`src/pkg/digipot_defs.svh`:
```
// constants for the dual-channel digital potentiometer command decoder
// assumes a 25 MHz core clock and a 16-bit command word arriving over a two-wire serial link
`ifndef DIGIPOT_DEFS_SVH
`define DIGIPOT_DEFS_SVH

// command nibbles, upper four bits of the command byte
`define CMD_NOP        4'h0
`define CMD_WR_WIPER   4'h1
`define CMD_WR_INPUT   4'h2
`define CMD_READBACK   4'h3
`define CMD_STEP       4'h4
`define CMD_SHIFT      4'h5
`define CMD_XFER       4'h6
`define CMD_NV_COPY    4'h7
`define CMD_NV_WRITE   4'h8
`define CMD_SCALE      4'h9
`define CMD_SW_RESET   4'hB
`define CMD_SHUTDOWN   4'hC
`define CMD_CONTROL    4'hD

// address field positions
`define ADR_ALL  3
`define ADR_AW   2
`define ADR_NV1  1
`define ADR_CH   0

// control register fields and reset value
`define CTL_WIPER_WE  0
`define CTL_NV_WE     1
`define CTL_LINEAR    2
`define CTL_BURST     3
`define CTL_RESET     4'h3

// readback source select
`define RB_INPUT  2'h0
`define RB_NV     2'h1
`define RB_CTL    2'h2
`define RB_WIPER  2'h3

// data byte constants
`define MIDSCALE    8'h80
`define FULL_SCALE  8'hFF
`define ZERO_SCALE  8'h00
`define ONE_STEP    8'h01

// timing
`define CLK_MHZ         25
`define RELOAD_TIME_US  30
`define RELOAD_CYCLES   (`RELOAD_TIME_US * `CLK_MHZ)

`endif

```
`src/pkg/digipot_pkg.sv`:
```
// types for the digital potentiometer command decoder
// assumes nothing beyond the defs header
package digipot_pkg;
  typedef enum logic [2:0] {
    LINK_IDLE = 3'b000,
    LINK_ADDR = 3'b001,
    LINK_ACK  = 3'b010,
    LINK_WR   = 3'b011,
    LINK_RD   = 3'b100,
    LINK_MACK = 3'b101
  } link_state_t;
endpackage

```
`src/core/digipot_command_decoder.sv`:
```
// serial slave, command decoder and wiper/nonvolatile storage of a dual-channel digital potentiometer
// assumes scl/sda and the pins are asynchronous to clk and scl runs well below clk/6
`timescale 1ns/1ps
`include "digipot_defs.svh"

// Summary of operation
// command word is 16 bits, MSB first: 4 command, 4 address, 8 data bits
// one input register per wiper; command 2 loads it, command 3 reads it
// command 6 copies input registers to the addressed wipers, all entries at once with address bit 3; the code selects only entries 0 and 2 outside linear mode
// every new wiper value is also written into its input register
// command 4 steps wiper up by one when D0 set, down by one when D0 clear
// command 5 doubles wiper by left shift when D0 set, halves by right shift when D0 clear
// double of zero gives one, of top bit saturates; halve of one gives zero
// command 13 writes low four bits to control; D2 selects linear gain mode
// linear mode adds A-to-wiper registers; mode switch keeps wiper contents
// linear mode when independent pin high or control D2 set
// at power-up each setting is loaded from its stored location
// command 9 enters or leaves top (D7 set) or bottom (D7 clear) scale by D0
// scale state exits on exit command, any wiper load, or shutdown entry
// with burst bit set every following byte is data for the same command
// burst stays on across stop and restart, cleared only by control write or srst
// command 11 or reset pin low pulse reloads wipers from storage in 30 us
// storage holds midscale initially, so wipers start at midscale
// command 12 enters or leaves shutdown by D0, commands still accepted
// shutdown opens A and ties wiper to B, or sets string high impedance
// control D0 clear freezes the wiper, set allows interface updates
// control D1 clear blocks all programming of nonvolatile storage
// a protected wiper only accepts a copy from nonvolatile storage
// command 7 with D0 set stores the wiper into nonvolatile storage; with D0 clear it recalls it
// after a storage write the bus is ignored until the write cycle ends
// command 8 writes the data byte straight into a storage location
// readback source: input, storage, control or wiper, sent in next read
// address bit 3 means all; bit 0 channel, bit 2 A-to-wiper register; the code makes bit 3 select only entries 0 and 2 outside linear mode
module digipot_command_decoder #(
  parameter int NV_WRITE_CYCLES = 250
) (
  input wire logic clk,
  input wire logic srst,
  input wire logic scl_in,
  input wire logic sda_in,
  output logic sda_out,
  output logic sda_oe,
  input wire logic [6:0] dev_addr,
  input wire logic independent_mode_pin,
  input wire logic reset_pin_n,
  output wire logic [3:0][7:0] wiper_setting_register,
  output logic [3:0] control_out,
  output logic linear_mode,
  output wire logic [1:0] top_scale_state,
  output wire logic [1:0] bottom_scale_state,
  output logic [3:0] shutdown_state,
  output logic [1:0] pot_shutdown_switch,
  output logic [3:0] string_hiz,
  output logic nv_busy
);
  // input synchronisers
  logic [1:0] scl_sync, sda_sync, independent_mode_pin_sync, rst_sync;
  logic [6:0] addr_s1, addr_s2;
  logic scl_prev, sda_prev, rst_prev;
  always_ff @(posedge clk) begin
    scl_sync <= {scl_sync[0], scl_in};
    sda_sync <= {sda_sync[0], sda_in};
    independent_mode_pin_sync <= {independent_mode_pin_sync[0], independent_mode_pin};
    rst_sync <= {rst_sync[0], reset_pin_n};
    addr_s1 <= dev_addr;
    addr_s2 <= addr_s1;
    scl_prev <= scl_sync[1];
    sda_prev <= sda_sync[1];
    rst_prev <= rst_sync[1];
  end

  logic scl_s, sda_s, scl_rise, scl_fall, start_det, stop_det, rst_pin_fall;
  assign scl_s = scl_sync[1];
  assign sda_s = sda_sync[1];
  assign scl_rise = scl_s & ~scl_prev;
  assign scl_fall = ~scl_s & scl_prev;
  assign start_det = scl_s & scl_prev & sda_prev & ~sda_s;
  assign stop_det = scl_s & scl_prev & ~sda_prev & sda_s;
  assign rst_pin_fall = rst_prev & ~rst_sync[1];

  // serial link state
  digipot_pkg::link_state_t link_reg;
  logic [3:0] bit_cnt;
  logic [7:0] shift_reg, tx_reg, rb_reg;
  logic rd_mode, rd_second, more_rd, byte_pulse;
  logic [3:0] ctrl_reg;
  logic nv_busy_reg;

  always_ff @(posedge clk) begin
    if (srst) begin
      link_reg <= digipot_pkg::LINK_IDLE;
      bit_cnt <= 4'h0;
      shift_reg <= 8'h00;
      tx_reg <= 8'h00;
      rd_mode <= 1'b0;
      rd_second <= 1'b0;
      more_rd <= 1'b0;
      byte_pulse <= 1'b0;
      sda_oe <= 1'b0;
    end else begin
      byte_pulse <= 1'b0;
      if (start_det) begin
        link_reg <= digipot_pkg::LINK_ADDR;
        bit_cnt <= 4'h0;
        sda_oe <= 1'b0;
      end else if (stop_det) begin
        link_reg <= digipot_pkg::LINK_IDLE;
        sda_oe <= 1'b0;
      end else begin
        case (link_reg)
          digipot_pkg::LINK_ADDR, digipot_pkg::LINK_WR: begin
            if (scl_rise) begin
              shift_reg <= {shift_reg[6:0], sda_s};
              bit_cnt <= bit_cnt + 4'h1;
            end else if (scl_fall && bit_cnt == 4'h8) begin
              if (link_reg == digipot_pkg::LINK_WR) begin
                sda_oe <= 1'b1;
                byte_pulse <= 1'b1;
                link_reg <= digipot_pkg::LINK_ACK;
              end else if (shift_reg[7:1] == addr_s2 && !nv_busy_reg) begin
                sda_oe <= 1'b1;
                rd_mode <= shift_reg[0];
                rd_second <= 1'b0;
                link_reg <= digipot_pkg::LINK_ACK;
              end else begin
                link_reg <= digipot_pkg::LINK_IDLE;
              end
            end
          end
          digipot_pkg::LINK_ACK: begin
            if (scl_fall) begin
              bit_cnt <= 4'h0;
              if (rd_mode) begin
                // high byte of a readback word is zero
                tx_reg <= 8'h00;
                sda_oe <= 1'b1;
                link_reg <= digipot_pkg::LINK_RD;
              end else begin
                sda_oe <= 1'b0;
                link_reg <= digipot_pkg::LINK_WR;
              end
            end
          end
          digipot_pkg::LINK_RD: begin
            if (scl_rise) begin
              bit_cnt <= bit_cnt + 4'h1;
            end else if (scl_fall) begin
              if (bit_cnt == 4'h8) begin
                sda_oe <= 1'b0;
                link_reg <= digipot_pkg::LINK_MACK;
              end else begin
                tx_reg <= {tx_reg[6:0], 1'b0};
                sda_oe <= ~tx_reg[6];
              end
            end
          end
          digipot_pkg::LINK_MACK: begin
            if (scl_rise) begin
              more_rd <= ~sda_s & ~rd_second;
            end else if (scl_fall) begin
              if (more_rd) begin
                rd_second <= 1'b1;
                bit_cnt <= 4'h0;
                tx_reg <= rb_reg;
                sda_oe <= ~rb_reg[7];
                link_reg <= digipot_pkg::LINK_RD;
              end else begin
                link_reg <= digipot_pkg::LINK_IDLE;
              end
            end
          end
          default: begin
            link_reg <= digipot_pkg::LINK_IDLE;
          end
        endcase
      end
    end
  end

  // byte pairing into commands
  logic byte_idx, exec_valid;
  logic [7:0] cmd_reg, data_reg;
  always_ff @(posedge clk) begin
    if (srst) begin
      byte_idx <= 1'b0;
      exec_valid <= 1'b0;
      cmd_reg <= 8'h00;
      data_reg <= 8'h00;
    end else begin
      exec_valid <= 1'b0;
      if (start_det) begin
        byte_idx <= 1'b0;
      end else if (byte_pulse) begin
        if (!byte_idx) begin
          cmd_reg <= shift_reg;
          byte_idx <= 1'b1;
        end else begin
          data_reg <= shift_reg;
          exec_valid <= 1'b1;
          byte_idx <= ctrl_reg[`CTL_BURST];
        end
      end
    end
  end

  logic [3:0] op, adr;
  logic [7:0] d;
  assign op = cmd_reg[7:4];
  assign adr = cmd_reg[3:0];
  assign d = data_reg;

  logic lin;
  assign lin = independent_mode_pin_sync[1] | ctrl_reg[`CTL_LINEAR];

  // target entries, index = channel*2 + aw
  logic [3:0] sel;
  logic [1:0] idx, nv_idx;
  assign idx = {adr[`ADR_CH], adr[`ADR_AW]};
  assign nv_idx = {adr[`ADR_NV1], adr[`ADR_CH]};
  always_comb begin
    sel = 4'h0;
    if (adr[`ADR_ALL]) begin
      sel = lin ? 4'hF : 4'h5;
    end else if (lin || !adr[`ADR_AW]) begin
      sel[idx] = 1'b1;
    end
  end

  // control register and readback latch
  always_ff @(posedge clk) begin
    if (srst) begin
      ctrl_reg <= `CTL_RESET;
    end else if (exec_valid && op == `CMD_CONTROL) begin
      ctrl_reg <= d[3:0];
    end
  end

  logic [7:0] wip [4];
  logic [7:0] inreg [4];
  logic [7:0] nv_mem [4];
  always_ff @(posedge clk) begin
    if (srst) begin
      rb_reg <= 8'h00;
    end else if (exec_valid && op == `CMD_READBACK) begin
      case (d[1:0])
        `RB_INPUT: rb_reg <= inreg[idx];
        `RB_NV: rb_reg <= nv_mem[nv_idx];
        `RB_CTL: rb_reg <= {4'h0, ctrl_reg};
        default: rb_reg <= wip[idx];
      endcase
    end
  end

  // reload timer for reset command, reset pin and power-up
  logic [9:0] reload_cnt;
  logic reload_done;
  assign reload_done = (reload_cnt == 10'h001);
  always_ff @(posedge clk) begin
    if (srst) begin
      reload_cnt <= 10'(`RELOAD_CYCLES);
    end else if ((exec_valid && op == `CMD_SW_RESET) || rst_pin_fall) begin
      reload_cnt <= 10'(`RELOAD_CYCLES);
    end else if (reload_cnt != 10'h000) begin
      reload_cnt <= reload_cnt - 10'h001;
    end
  end

  // storage write cycle
  logic nv_prog_ok, nv_start;
  logic [15:0] nv_cnt;
  assign nv_prog_ok = exec_valid && ctrl_reg[`CTL_NV_WE];
  assign nv_start = nv_prog_ok &&
                    ((op == `CMD_NV_COPY && d[0] && sel != 4'h0) || op == `CMD_NV_WRITE);
  always_ff @(posedge clk) begin
    if (srst) begin
      nv_cnt <= 16'h0000;
      nv_busy_reg <= 1'b0;
    end else if (nv_start) begin
      nv_cnt <= 16'(NV_WRITE_CYCLES);
      nv_busy_reg <= 1'b1;
    end else if (nv_cnt != 16'h0000) begin
      nv_cnt <= nv_cnt - 16'h0001;
      nv_busy_reg <= (nv_cnt != 16'h0001);
    end
  end

  // per-entry wiper, input register, storage and shutdown
  logic [3:0] load;
  logic wp_ok;
  assign wp_ok = exec_valid && ctrl_reg[`CTL_WIPER_WE];
  genvar gi;
  generate
    for (gi = 0; gi < 4; gi++) begin : g_entry
      logic [7:0] nxt, cur;
      assign cur = wip[gi];
      always_comb begin
        nxt = cur;
        load[gi] = 1'b0;
        if (reload_done) begin
          nxt = nv_mem[gi];
          load[gi] = 1'b1;
        end else if (exec_valid && op == `CMD_NV_COPY && !d[0] && sel[gi]) begin
          nxt = nv_mem[gi];
          load[gi] = 1'b1;
        end else if (wp_ok && sel[gi]) begin
          case (op)
            `CMD_WR_WIPER: begin
              nxt = d;
              load[gi] = 1'b1;
            end
            `CMD_STEP: begin
              nxt = d[0] ? ((cur == `FULL_SCALE) ? cur : cur + `ONE_STEP)
                         : ((cur == `ZERO_SCALE) ? cur : cur - `ONE_STEP);
              load[gi] = 1'b1;
            end
            `CMD_SHIFT: begin
              if (d[0]) begin
                nxt = (cur == `ZERO_SCALE) ? `ONE_STEP : (cur[7] ? `FULL_SCALE : {cur[6:0], 1'b0});
              end else begin
                nxt = {1'b0, cur[7:1]};
              end
              load[gi] = 1'b1;
            end
            `CMD_XFER: begin
              nxt = inreg[gi];
              load[gi] = 1'b1;
            end
            default: begin
              nxt = cur;
            end
          endcase
        end
      end

      always_ff @(posedge clk) begin
        if (srst) begin
          wip[gi] <= `MIDSCALE;
          inreg[gi] <= `MIDSCALE;
          nv_mem[gi] <= `MIDSCALE;
          shutdown_state[gi] <= 1'b0;
        end else begin
          if (load[gi]) begin
            wip[gi] <= nxt;
            inreg[gi] <= nxt;
          end else if (exec_valid && op == `CMD_WR_INPUT && sel[gi]) begin
            inreg[gi] <= d;
          end
          if (nv_prog_ok && op == `CMD_NV_COPY && d[0] && sel[gi]) begin
            nv_mem[gi] <= wip[gi];
          end else if (nv_prog_ok && op == `CMD_NV_WRITE && nv_idx == 2'(gi)) begin
            nv_mem[gi] <= d;
          end
          if (exec_valid && op == `CMD_SHUTDOWN && sel[gi]) begin
            shutdown_state[gi] <= d[0];
          end
        end
      end
      assign wiper_setting_register[gi] = wip[gi];
    end

    // per-channel top and bottom scale
    for (gi = 0; gi < 2; gi++) begin : g_chan
      logic top_reg, bot_reg, hit, loaded, sd_entry;
      assign hit = exec_valid && (sel[2*gi] || sel[2*gi+1]);
      assign loaded = load[2*gi] || load[2*gi+1];
      assign sd_entry = hit && op == `CMD_SHUTDOWN && d[0];
      always_ff @(posedge clk) begin
        if (srst) begin
          top_reg <= 1'b0;
          bot_reg <= 1'b0;
        end else if (hit && op == `CMD_SCALE) begin
          top_reg <= d[7] ? d[0] : 1'b0;
          bot_reg <= d[7] ? 1'b0 : d[0];
        end else if (loaded || sd_entry) begin
          top_reg <= 1'b0;
          bot_reg <= 1'b0;
        end
      end
      assign top_scale_state[gi] = top_reg;
      assign bottom_scale_state[gi] = bot_reg;
    end
  endgenerate

  // registered switch controls
  always_ff @(posedge clk) begin
    if (srst) begin
      sda_out <= 1'b0;
      control_out <= `CTL_RESET;
      linear_mode <= 1'b0;
      pot_shutdown_switch <= 2'h0;
      string_hiz <= 4'h0;
      nv_busy <= 1'b0;
    end else begin
      sda_out <= 1'b0;
      control_out <= ctrl_reg;
      linear_mode <= lin;
      pot_shutdown_switch <= {shutdown_state[2], shutdown_state[0]} & {2{~lin}};
      string_hiz <= shutdown_state & {4{lin}};
      nv_busy <= nv_busy_reg;
    end
  end
endmodule

```
`config.mk`:
```
export PLATFORM = sky130hd
export DESIGN_NAME = digipot_command_decoder
export DESIGN_NICKNAME = d
export VERILOG_FILES = /design/src/pkg/digipot_pkg.sv /design/src/core/digipot_command_decoder.sv
export VERILOG_INCLUDE_DIRS = /design/src /design/src/pkg
export SDC_FILE = /design/constraint.sdc
export NUM_CORES = 1
export LEC_CHECK = 0
export BUFFER_PORTS_ARGS = -buffer_cell sky130_fd_sc_hd__buf_2
export CAP_MARGIN = 10
export CORE_UTILIZATION = 62
export CTS_BUF_LIST = sky130_fd_sc_hd__clkbuf_16
export CTS_CLUSTER_DIAMETER = 80
export DETAILED_ROUTE_END_ITERATION = 10
export PLACE_DENSITY = 0.81
export SYNTH_ARGS = -nofsm -noshare
export SYNTH_HDL_FRONTEND = slang
export SYNTH_SLANG_ARGS = --single-unit
```
`constraint.sdc`:
```
create_clock -name clk -period 3.3 [get_ports clk]
set_clock_uncertainty 0.1 [all_clocks]
set_input_delay 0.495 -clock clk [delete_from_list [all_inputs] [get_ports clk]]
set_output_delay 0.495 -clock clk [all_outputs]
set_load 0.005 [all_outputs]
```
After elaboration in Yosys (flattened, before gate mapping)
Memory sizes are Yosys's and may differ from the RTL's. A register that Yosys moved wholly into a read port is not among the register bits.
Index checks and enable logic that the tools add are counted.
{"block": "totals", "regBits": 129, "latch_bits": 0, "ram_bits": 96, "rom_bits": 0, "in_bits": 13, "out_inout_bits": 54, "wordCells": 467, "mem_count": 3}
{"memory": "inreg", "depth": 4, "width": 8, "rd": 5, "rd_ports_with_merged_regs": 1, "wr": 4, "line": "digipot_command_decoder.sv:239", "rtl": "logic [7:0] inreg [4];"}
{"memory": "nv_mem", "depth": 4, "width": 8, "rd": 5, "rd_ports_with_merged_regs": 1, "wr": 4, "line": "digipot_command_decoder.sv:240", "rtl": "logic [7:0] nv_mem [4];"}
{"memory": "wip", "depth": 4, "width": 8, "rd": 5, "rd_ports_with_merged_regs": 1, "wr": 4, "line": "digipot_command_decoder.sv:238", "rtl": "logic [7:0] wip [4];"}
{"block": "classes", "add_sub_neg": 11, "n_mul": 0, "div_mod_pow": 0, "magnitude_cmp": 2, "n_eq_ne": 53, "shifts": 0, "mux": 209, "n_bitwise": 49, "n_reduce_logical": 98}
{"op": "$mux 8", "count": 58}
{"op": "$pmux 8 s4", "count": 4}
{"op": "$mux 1", "count": 106}
{"op": "$mux 7", "count": 8}
{"op": "$logic_and 1x1->1", "count": 50}
{"op": "$add 8x1->8 const B", "count": 4}
{"op": "$eq 8x8->1 const B", "count": 4}
{"op": "$logic_not 8->1", "count": 4}
{"op": "$mux 4", "count": 8}
{"op": "$ne 4x4->1 const B", "count": 8}
{"op": "$sub 8x1->8 const B", "count": 4}
{"op": "$mux 3", "count": 10}
{"op": "$ne 2x2->1 const B", "count": 13}
{"op": "$eq 4x4->1 const B", "count": 6}
{"op": "$pmux 8 s3", "count": 1}
{"op": "$or 1x1->1", "count": 21}
{"op": "$pmux 7 s3", "count": 1}
{"op": "$reduce_and 10->1", "count": 2}
{"op": "$not 1->1", "count": 17}
{"op": "$eq 4x3->1 const B", "count": 4}
{"op": "$mux 2", "count": 8}
{"op": "$ne 16x1->1 const B", "count": 1}
{"op": "$reduce_and 8->1", "count": 2}
{"op": "$reduce_bool 16->1", "count": 1}
{"op": "39 further kinds", "count": 77}

Logic depth before layout (Yosys ltp)
{"block": "logic_depth", "word_depth": 15, "mapped_depth": 10, "ltp_nobuf": 8}

Least setup slack after synthesis
No wires, ideal clock.
{"block": "synth_path", "path_type": "register to register", "start": "memory wip[0][0]", "end": "memory inreg[0][2] (data pin)", "setup_time_ns": 0.254, "arrival_ns": 2.346, "t_required_ns": 2.946, "slack_ns": 0.600, "stages_incl_launch_ff": 11, "path_buffers": 2, "synth_period_minus_slack_ns": 2.700, "cell_sequence": "edfxtp_1 clkbuf_1 inv_1 ha_1 or4b_4 or2_1 buf_6 a31oi_1 mux2i_1 a211oi_2 a21o_1"}
{"element": "start: declaration", "line": "digipot_command_decoder.sv:238"}
{"element": "end: declaration", "line": "digipot_command_decoder.sv:239"}

==> out/qor.csv <==
metric,value,unit
synth_seq_area_share,0.409,
num_vias,13100,
min-delay-start,scl_sync[0],
drive_gt1_frac,0.167,
grt_pass1_wl,68.7,mm
end_kind,register,
crit_slowest_cell,a21oi_1,
maxSlewViolCount,0,
postCtsResizedCells,0,
die_y,150,µm
wire_per_inst,24.5,µm
viasPerCell,7.09,
crit_type,reg -> reg,
gp_congestion,1.04,
r2r_setup_slack,0.36,ns
final_nets,1576,
reg_top3,"inreg: 32 flops, nv_mem: 32 flops, wip: 32 flops",
cts_sinks,228,
die_w,150,µm
grt_pass1_vias,12100,
netlist_area,0.0135,mm²
ys_ff_latch,228,
synth-warning-count,0,
drc,0,
hold_buffers,11,
grt-ovfl-total,0,
worstPathArrival,3.12,ns
pwr-share-seq,0.469,
start_kind,register,
fmaxAchievable,0.340,GHz
required,3.48,ns
clkLatencyLatePin,0.55,ns
cts-root-buf,clkbuf_16,
cap_violations,0,
cts_max_path_buffers,3,
ff2ff_path_depth,7,
start_util,0.637,
intPower,0.00509,W
worstHoldEndpoint,scl_sync[1],
syn_inst,1486,
setup_viol,0,
worstSetupStartpoint,d[0],
multi_input_area,0.00728,mm²
place_inst,1786,
fillers,1582,
dieArea,0.0224,mm²
synth_edf_count,96,
synthArstFlopShare,0,
drt-initial-drc-count,1867,
io_buffers,65,
power_frac_clock,0.421,
area_growth,12.3,%
htree_levels,1,
period_share,0.891,
design.core.area,0.0212,mm²
cpLargestDelayFamily,compound AO/OA/AOI/OAI gates,
critPathMaxFanout,55,
yosys.area.top_type,edfxtp_1,
grt_max_degree,56,
cts_made_buffers,25,
r2r_start,d[0],
synth_top_area_frac,0.213,
avgSynthCellArea,9.09,µm²
antenna_found_initial,3,
peakVddDrop,663,µV
fin_crit,2.94,ns
antenna_left,0,
slew_headroom,0.226,
hold_path_depth,0,
rows,53,
synth_fp_nets,1513,
synth_commonest_cells,"162 x nand2_1, 132 x dfxtp_1, 128 x nor2_1, 105 x a21oi_1, 96 x edfxtp_1",
total_leakage_power,5.43,nW
synth_flop_cell,dfxtp_1,
synthTopCellsByArea,"edfxtp_1 21%, dfxtp_1 20%, mux4_2 4.5%, nand2_1 4.5%, a21oi_1 3.9%",
grt_use_total,0.408,
yosysMostFrequentCell,nand2_1,
regArea,0.00553,mm²
combPwrFrac,0.109,
hpwl,31.7,mm
num_io_pins,67,
r2r_end,inreg[0][1],
switchingPower,0.00175,W
ys_types,95,
tritoncts,yes,
post_cts_buffers,0,
swShare,0.256,
worst_hold_path_type,reg -> reg,
max_stage_delay,0.67,ns
tightestPinTransition,1.16,ns
path_cells,"buf_12, nor2_1, and2_1, a21oi_1, o21ai_0, nor4_1, o31ai_1",
outcome,"complete, no violations",
power_density,451,mW/mm²
setup-tns-final,0,ns
dr.pass1.iters,6,
totalWireLength,45.3,mm
crit_buf_inv,1,
hold_violations,0,
rsz0062_at_grt,false,
clkTransAtPathRegs,0.06,ns
final_cells,1846,
[stage by stage]
stage / worst slack, ns / cell area (µm²) / power [W] / utilization / hold WS (ns)
2_1_floorplan: 0.600 / 13500 / 0.00378 / - / 0.210
3_3_place_gp: 0.578 / 14200 / 0.00395 / 0.669 / 0.210
3_5_place_dp: 0.521 / 14200 / 0.00398 / 0.669 / 0.212
4_1_cts: 0.488 / 15200 / 0.00682 / 0.715 / 0.225
5_1_grt: 0.152 / 15200 / 0.00706 / 0.715 / 0.230
6_report: 0.359 / 15200 / 0.00685 / 0.715 / 0.226
[kinds of logic (layout without fill, tap and decap cells)]
kind of cell / count (synthesis) / in the layout / synth area share
simple gates: 580 / 580 / 0.220
compound gates: 415 / 415 / 0.209
flops: 228 / 228 / 0.409
buf+inv: 151 / 232 / 0.0534
mux: 63 / 63 / 0.0733
xor+xnor: 34 / 34 / 0.0220
fa+ha+maj: 14 / 14 / 0.0130
other cells: 1 / 5 / 0.000277
[worst max-delay path by stage]
stage,slack (ns),depth (start not counted),end
2_1_floorplan,0.60,10,inreg[0][2]
6_report,0.36,7,inreg[0][1]
5_1_grt,0.15,6,inreg[2][7]
4_1_cts,0.49,6,inreg[2][7]
3_5_place_dp,0.52,7,inreg[0][1]
3_3_place_gp,0.58,6,inreg[2][7]
[power groups by stage]
stage	logic, W	clock network (W)	registers [W]
floorplan	0.000570	0	0.00321
global placement	0.000691	0	0.00326
detailed placement	0.000721	0	0.00326
CTS	0.000739	0.00288	0.00320
global route	0.000831	0.00301	0.00322
finish	0.000749	0.00288	0.00321
[per-layer routing]
| layer | global-route usage | wire [µm] | vias to the layer above |
|---|---|---|---|
| met4 | 0.228 | 3090 | 2 |
| li1 | - | - | 5727 |
| met2 | 0.589 | 18900 | 1059 |
| met3 | 0.143 | 6650 | 280 |
| met1 | 0.531 | 16600 | 6028 |
| met5 | 0 | 30 | - |
[cells in the final DEF, fill, tap and decap left out, types with 13 or more instances in the layout]
cell type  instances
a21o_1            13
and3_1            14
clkbuf_16         27
a31oi_1           26
and2_1            13
a22oi_1           32
nor3_1            49
nor2b_1           18
dfxtp_1          130
mux4_2            27
buf_2             64
ha_1              14
inv_1             36
a21oi_1          105
buf_4             78
xnor2_1           20
nand2_1          162
or3_1             24
o21ai_0           65
nand2b_1          23
edfxtp_1          96
o22ai_1           19
nor4_1            22
xor2_1            14
mux2i_1           30
nor2_1           128
a22o_1            21
a211oi_1          15
nand3_1           43
[final cells by class]
cell class / count / area share
antenna: 4 / 0.000660
clock buffer: 27 / 0.0445
clock inverter: 18 / 0.0114
inverter: 33 / 0.00816
multi-input combinational: 1107 / 0.480
sequential: 228 / 0.364
tap: 275 / 0.0227
timing repair buffer: 154 / 0.0683
Note: power is estimated with default switching activity, not from simulation.
